<file path="src/hdl/fruc_pkg.sv">
package fruc_pkg;
  localparam int DATA_W = 8;
  localparam int PC_W = 15;
  localparam int ADDR_W = 7;
  localparam int LATCH_W = 7;
  localparam int ACC_PC_LSB_W = 8;
  localparam logic [7:0] ZERO_BYTE = 8'h00;
  localparam logic [7:0] ONE_BYTE = 8'h01;
  localparam logic [14:0] PC_STEP = 15'h0001;
  localparam logic [6:0] ACC_RESET = 7'h00;

  // Operation codes presented by the surrounding core's decode stage
  typedef enum logic [2:0] {
    FRUC_OP_NONE = 3'h0,
    FRUC_OP_CALL = 3'h1,
    FRUC_OP_INV = 3'h2,
    FRUC_OP_ZOP = 3'h3,
    FRUC_OP_DEC = 3'h4,
    FRUC_OP_ZACC = 3'h5,
    FRUC_OP_DECSKIP = 3'h6,
    FRUC_OP_INCSKIP = 3'h7
  } fruc_op_type;

  // Execute and second-cycle states, Gray coded along execute -> extra cycle
  typedef enum logic [1:0] {
    FRUC_ST_EXEC = 2'b00,
    FRUC_ST_CALL2 = 2'b01,
    FRUC_ST_SKIP2 = 2'b10
  } fruc_state_type;
endpackage

</file>
<file path="src/hdl/fruc_exec.sv">
// Notes on behaviour
// RQ1: Call pushes current PC plus one first.
// RQ2: Call loads accumulator low, latch high PC.
// RQ3: Call takes two cycles, flags untouched.
// RQ4: Destination bit 0 accumulator, 1 file register.
// RQ5: Invert operand, zero flag from result.
// RQ6: Clear file register, zero flag set.
// RQ7: Decrement to destination, zero flag updated.
// RQ8: Clear accumulator, zero flag set.
// RQ9: Decrement-skip: no flags, zero result inserts no-op.
// RQ10: Increment-skip: no flags, wrap inserts no-op.
// RQ11: Other ops one cycle, nonzero skip one.
// RQ12: Increment and decrement wrap modulo 256.
`timescale 1ns/1ps
`default_nettype none
module fruc_exec (
  input wire logic core_clk,
  input wire logic rstn,
  input wire logic opValid,
  input wire fruc_pkg::fruc_op_type opCode,
  input wire logic destSel,
  input wire logic [6:0] fileAddr,
  input wire logic [7:0] fileData,
  input wire logic [7:0] accIn,
  input wire logic [6:0] upperPcLatch,
  input wire logic [14:0] pcIn,
  output logic opReady,
  output logic [7:0] resultData,
  output logic accWrite,
  output logic fileWrite,
  output logic [6:0] fileWrAddr,
  output logic zeroWrite,
  output logic zeroValue,
  output logic stackPush,
  output logic [14:0] stackTopEntry,
  output logic pcLoad,
  output logic [14:0] pcValue,
  output logic nopInsert
);
  fruc_pkg::fruc_state_type state_r, state_nxt;
  logic [7:0] res;
  logic toAcc, toFile, zWr, zVal;
  logic take;

  assign take = opValid && (state_r == fruc_pkg::FRUC_ST_EXEC);
  assign opReady = (state_r == fruc_pkg::FRUC_ST_EXEC);

  function automatic logic [7:0] step_byte(input logic [7:0] v, input logic up);
    step_byte = up ? v + fruc_pkg::ONE_BYTE : v - fruc_pkg::ONE_BYTE; // [RQ12]
  endfunction

  always_comb begin
    res = fruc_pkg::ZERO_BYTE;
    toAcc = 1'b0;
    toFile = 1'b0;
    zWr = 1'b0;
    zVal = 1'b0;
    case (opCode)
      fruc_pkg::FRUC_OP_INV: begin
        res = ~fileData; // [RQ5]
        zWr = 1'b1;
        zVal = (res == fruc_pkg::ZERO_BYTE); // [RQ5]
        toAcc = !destSel; // [RQ4]
        toFile = destSel; // [RQ4]
      end
      fruc_pkg::FRUC_OP_ZOP: begin
        res = fruc_pkg::ZERO_BYTE; // [RQ6]
        toFile = 1'b1;
        zWr = 1'b1;
        zVal = 1'b1; // [RQ6]
      end
      fruc_pkg::FRUC_OP_DEC: begin
        res = step_byte(fileData, 1'b0); // [RQ7]
        zWr = 1'b1;
        zVal = (res == fruc_pkg::ZERO_BYTE); // [RQ7]
        toAcc = !destSel;
        toFile = destSel;
      end
      fruc_pkg::FRUC_OP_ZACC: begin
        res = fruc_pkg::ZERO_BYTE; // [RQ8]
        toAcc = 1'b1;
        zWr = 1'b1;
        zVal = 1'b1; // [RQ8]
      end
      fruc_pkg::FRUC_OP_DECSKIP: begin
        res = step_byte(fileData, 1'b0); // [RQ9]
        toAcc = !destSel;
        toFile = destSel;
      end
      fruc_pkg::FRUC_OP_INCSKIP: begin
        res = step_byte(fileData, 1'b1); // [RQ10]
        toAcc = !destSel;
        toFile = destSel;
      end
      default: begin
        res = fruc_pkg::ZERO_BYTE;
      end
    endcase
  end

  always_comb begin
    state_nxt = fruc_pkg::FRUC_ST_EXEC;
    case (state_r)
      fruc_pkg::FRUC_ST_EXEC: begin
        if (opValid && opCode == fruc_pkg::FRUC_OP_CALL) begin
          state_nxt = fruc_pkg::FRUC_ST_CALL2; // [RQ3]
        end else if (opValid && (opCode == fruc_pkg::FRUC_OP_DECSKIP
            || opCode == fruc_pkg::FRUC_OP_INCSKIP) && res == fruc_pkg::ZERO_BYTE) begin
          state_nxt = fruc_pkg::FRUC_ST_SKIP2; // [RQ9] [RQ10]
        end
      end
      default: begin
        state_nxt = fruc_pkg::FRUC_ST_EXEC; // [RQ11]
      end
    endcase
  end

  always_ff @(posedge core_clk) begin
    if (!rstn) begin
      state_r <= fruc_pkg::FRUC_ST_EXEC;
    end else begin
      state_r <= state_nxt;
    end
  end

  // Datapath results, registered one cycle after the operation is taken
  always_ff @(posedge core_clk) begin
    if (!rstn) begin
      resultData <= fruc_pkg::ZERO_BYTE;
      accWrite <= 1'b0;
      fileWrite <= 1'b0;
      fileWrAddr <= fruc_pkg::ACC_RESET;
      zeroWrite <= 1'b0;
      zeroValue <= 1'b0;
    end else begin
      resultData <= res;
      accWrite <= take && toAcc;
      fileWrite <= take && toFile;
      fileWrAddr <= fileAddr;
      zeroWrite <= take && zWr; // [RQ3]
      zeroValue <= zVal;
    end
  end

  // Call: push in the first cycle, load PC after the push
  always_ff @(posedge core_clk) begin
    if (!rstn) begin
      stackPush <= 1'b0;
      stackTopEntry <= '0;
      pcLoad <= 1'b0;
      pcValue <= '0;
    end else begin
      stackPush <= take && opCode == fruc_pkg::FRUC_OP_CALL;
      if (take && opCode == fruc_pkg::FRUC_OP_CALL) begin
        stackTopEntry <= pcIn + fruc_pkg::PC_STEP; // [RQ1]
        pcValue <= {upperPcLatch, accIn}; // [RQ2]
      end
      pcLoad <= (state_r == fruc_pkg::FRUC_ST_CALL2); // [RQ2]
    end
  end

  always_ff @(posedge core_clk) begin
    if (!rstn) begin
      nopInsert <= 1'b0;
    end else begin
      nopInsert <= (state_nxt == fruc_pkg::FRUC_ST_SKIP2); // [RQ9] [RQ10]
    end
  end

  property p_call_push;
    @(posedge core_clk) disable iff (!rstn)
      (take && opCode == fruc_pkg::FRUC_OP_CALL) |=> stackPush && !zeroWrite;
  endproperty
  a_call_push: assert property (p_call_push) else $error("call did not push"); // [RQ1]

  property p_call_value;
    @(posedge core_clk) disable iff (!rstn)
      (take && opCode == fruc_pkg::FRUC_OP_CALL)
        |=> stackTopEntry == $past(pcIn) + fruc_pkg::PC_STEP;
  endproperty
  a_call_value: assert property (p_call_value) else $error("bad return address"); // [RQ1]

  property p_call_load;
    @(posedge core_clk) disable iff (!rstn)
      stackPush |=> pcLoad && opReady
        && pcValue == {$past(upperPcLatch, 2), $past(accIn, 2)};
  endproperty
  a_call_load: assert property (p_call_load) else $error("pc not loaded"); // [RQ2]

  property p_call_len;
    @(posedge core_clk) disable iff (!rstn)
      (take && opCode == fruc_pkg::FRUC_OP_CALL) |=> !opReady ##1 opReady;
  endproperty
  a_call_len: assert property (p_call_len) else $error("call not two cycles"); // [RQ3]

  property p_dest;
    @(posedge core_clk) disable iff (!rstn)
      (take && opCode == fruc_pkg::FRUC_OP_DEC) |=> (accWrite != fileWrite)
        && fileWrite == $past(destSel);
  endproperty
  a_dest: assert property (p_dest) else $error("wrong destination"); // [RQ4]

  property p_clear_z;
    @(posedge core_clk) disable iff (!rstn)
      (take && (opCode == fruc_pkg::FRUC_OP_ZOP || opCode == fruc_pkg::FRUC_OP_ZACC))
        |=> zeroWrite && zeroValue && resultData == 8'h00;
  endproperty
  a_clear_z: assert property (p_clear_z) else $error("clear flag wrong"); // [RQ6]

  property p_skip_noflag;
    @(posedge core_clk) disable iff (!rstn)
      (take && (opCode == fruc_pkg::FRUC_OP_DECSKIP || opCode == fruc_pkg::FRUC_OP_INCSKIP))
        |=> !zeroWrite && (nopInsert == (resultData == 8'h00));
  endproperty
  a_skip_noflag: assert property (p_skip_noflag) else $error("skip wrong"); // [RQ9]

  property p_wrap;
    @(posedge core_clk) disable iff (!rstn)
      (take && opCode == fruc_pkg::FRUC_OP_INCSKIP && fileData == 8'hff)
        |=> resultData == 8'h00 && nopInsert ##1 opReady;
  endproperty
  a_wrap: assert property (p_wrap) else $error("increment did not wrap"); // [RQ10]

  property p_single;
    @(posedge core_clk) disable iff (!rstn)
      (take && opCode == fruc_pkg::FRUC_OP_INV) |=> opReady
        && zeroValue == (resultData == 8'h00);
  endproperty
  a_single: assert property (p_single) else $error("invert not single cycle"); // [RQ11]
endmodule
`default_nettype wire

</file>
<file path="config.mk">
export PLATFORM = sky130hd
export DESIGN_NAME = fruc_exec
export DESIGN_NICKNAME = d
export VERILOG_FILES = /design/src/hdl/fruc_pkg.sv /design/src/hdl/fruc_exec.sv
export SDC_FILE = /design/constraint.sdc
export NUM_CORES = 1
export LEC_CHECK = 0
export BUFFER_PORTS_ARGS = -buffer_cell sky130_fd_sc_hd__clkbuf_2
export CORE_MARGIN = 5
export CORE_UTILIZATION = 38
export DETAILED_ROUTE_END_ITERATION = 8
export PLACE_DENSITY = 0.78
export SYNTH_ARGS = -nofsm -noshare
export SYNTH_HDL_FRONTEND = slang
export SYNTH_SLANG_ARGS = --single-unit
</file>
<file path="constraint.sdc">
create_clock -name core_clk -period 1.7 [get_ports core_clk]
set_clock_uncertainty 0.15 [all_clocks]
set_input_delay 0.085 -clock core_clk [delete_from_list [all_inputs] [get_ports core_clk]]
set_output_delay 0.085 -clock core_clk [all_outputs]
set_load 0.005 [all_outputs]
</file>
==> results.cfg <==
[routing]
drc = 0
drtIter0Drc = 74
routed_wl_mm = 7.21
drt_first_pass_iters = 4
antenna_left = 0
routedWlPerCell_microns = 13.6
vias_per_cell = 4.93
vias = 2608

[placement]
place_congestion = 0.877
io_buffers = 104
hpwl_mm = 5.11
dpl-instance-area_sq_um = 3290

[critical_path]
path_class = in -> reg
worstPathArrival_ps = 1700
start_kind = primary input
crit_required_ps = 1750
worst_r2r_path_depth = 6
crit_path_max_fanout = 6
cp-end-kind = register

[synthesis]
synth-compound-area-share = 0.178
synthMuxAreaShare = 0
synth_most_common_cell = nand2_1
postSynth.asyncResetShare = 0
syn_area_sq_um = 2530
synth-warning-count = 0
syn-num-nets = 355
synthAdderAreaFrac = 0.0247
avgSynthCellArea_sq_um = 8.49
synth_edf_count = 0
netlist_top_cells_count = nand2_1 (55), dfxtp_1 (54), a21boi_0 (16), nor2_1 (15), xor2_1 (15)
synth_top_area_frac = 0.427
synth_area_leaders = dfxtp_1 (43%), nand2_1 (8.2%), xor2_1 (5.2%)
synth_top_cell_by_area = dfxtp_1
synth_top_family_by_area = simple AND/OR/NAND/NOR gates
synth_ff_type = dfxtp_1
synth_xor_area_frac = 0.0762
netlist-cell-type-count = 42
syn-instance-count = 298
synthSimpleGateAreaFrac = 0.249
ys_ff_latch = 54
synth-seq-area-share = 0.427

[grt]
track_usage = 0.169
grt_max_degree = 50
antenna_found_initial = 0
grt_first_pass_wirelength_mm = 11.9
grt_pass1_vias = 2560
grt.overflow.total = 0

[timing]
setup_violations = 0
finalHoldViolations = 0
tightest_slew_ps = 475
maxSlewViolCount = 0
worst_slew_margin_rel = 0.683
whs_ps = 4.45
grt_setup_unrepaired = yes
fmax_mhz = 607
min_period_over_period = 0.969
layout_min_cycle_time_ps = 1650

[floorplanning]
dieWidth_microns = 91.6
coreArea_sq_um = 6420
fp.dieArea_sq_um = 8390
row_count = 29
ios = 105
initial_utilization = 0.394
die_h_microns = 91.6

[clocking]
cts_buffers = 5
cts_tree = done
cts_max_level = 2
cts_root_buf = clkbuf_8
cts.clk_slew.worst_paths_ps = 90
clk-insertion-delay-late_ps = 300
cts_sinks = 54
clockBufferDepth = 2

[hold_path]
worstHoldPathCells = 4
hp-class = in -> reg

[power_and_ir_drop]
p_leak_nw = 1.76
peakVddDrop_mv = 0.317
power_density_nw_per_um2 = 679

[layout]
final_cell_area_sq_um = 3740
fill_cells = 612
final_util = 0.583
final_nets = 508
area_growth_syn_to_layout_pct = 47.9
n_antenna_cell = 0
register_area_sq_um = 1080
multi_input_area_sq_um = 1370
drive_above_1_share = 0.334

[run]
cap_viol_max_count = 0

[outcome]
outcome = complete, no violations
[power breakdown]
part | switching [mW] | internal, mW | total (mW)
combinational | 0.218 | 0.242 | 0.460
sequential | 0.0169 | 1.31 | 1.33
clock | 0.418 | 0.336 | 0.754
[worst paths after layout]
path | to | startpoint | slack (ps)
min | stackTopEntry[14] | pcIn[14] | 4
max reg2reg | state_r[1] | state_r[0] | 90
min reg2reg | pcValue[6] | pcValue[6] | 320
max | stackTopEntry[14] | pcIn[0] | 50
[cell families (layout without fill, tap and decap cells)]
kind of cell	count (synthesis)	count (layout)
AOI/OAI and AO/OA	65	65
xor gates and xnor gates	22	22
adders and majority gates	5	5
buffers and inverters	26	180
DFF	54	54
and+or+nand+nor	126	126
[worst max-delay path, cell delays in order]
cell	delay (ps)
dlygate4sd3_1	520
clkbuf_2	170
ha_2	250
nand2_1	110
nor3_1	230
xnor2_1	140
nand2_1	60
o211a_1	120
[final cells by class]
class                   instances  share of cell area
inverters                       8             0.00803
repair buffers                164               0.284
well taps                      77              0.0258
clock buffers                   6              0.0221
multi-input cells             218               0.367
clock inverters                 2             0.00435
flip-flops and latches         54               0.289
[timing repair]
action | in CTS | in global routing
endpoints found under the hold margin | 32 | 0
endpoints found under the setup margin | 2 | 6
pin swaps | 1 | 0
hold buffers | 31 | 0
buffers inserted | 0 | 0
gates resized for setup | 0 | 7
[flip-flops by register name (all words and copies together), names as in the netlist]
name and count:
pcValue 15, stackTopEntry 15, resultData 8, fileWrAddr 7
state_r 2, accWrite 1, fileWrite 1, nopInsert 1
pcLoad 1, stackPush 1, zeroValue 1, zeroWrite 1
[per-layer routing]
layer,GRT usage,vias to the layer above,share of wire
li1,-,1327,-
met1,0.201,1199,0.43
met2,0.303,70,0.51
met3,0.0322,12,0.046
met4,0.0578,0,0.019
met5,0,-,0
[cells in the final DEF (no fill, tap or decap), types with 2 or more instances in the layout]
cell type        n
clkbuf_2       104
nand2_1         55
dfxtp_1         53
dlygate4sd3_1   31
buf_4           28
a21boi_0        16
nor2_1          15
xor2_1          15
and2_1          13
a21oi_1         13
nand3_1         11
o21ai_0         11
o211a_1          9
inv_1            8
xnor2_1          7
nand4_1          6
clkbuf_8         6
and3_1           4
nand2b_1         4
ha_1             4
a31oi_1          3
o221ai_1         3
nor2b_1          3
nor4_2           3
nor3b_1          2
o21ai_1          2
[stage by stage]
stage | total power, mW | std cells | setup TNS (ps) | setup slack [ps]
CTS | 2.57 | 529 | 0 | 31.5
global placement | 1.74 | 490 | -155 | -78.4
finish | 2.54 | 529 | 0 | 52.8
global route | 2.69 | 529 | -133 | -55.8
floorplan | 1.54 | 298 | 0 | 22.5
detailed placement | 1.74 | 490 | -401 | -180
No activity file was read; power rests on OpenSTA's default activity.
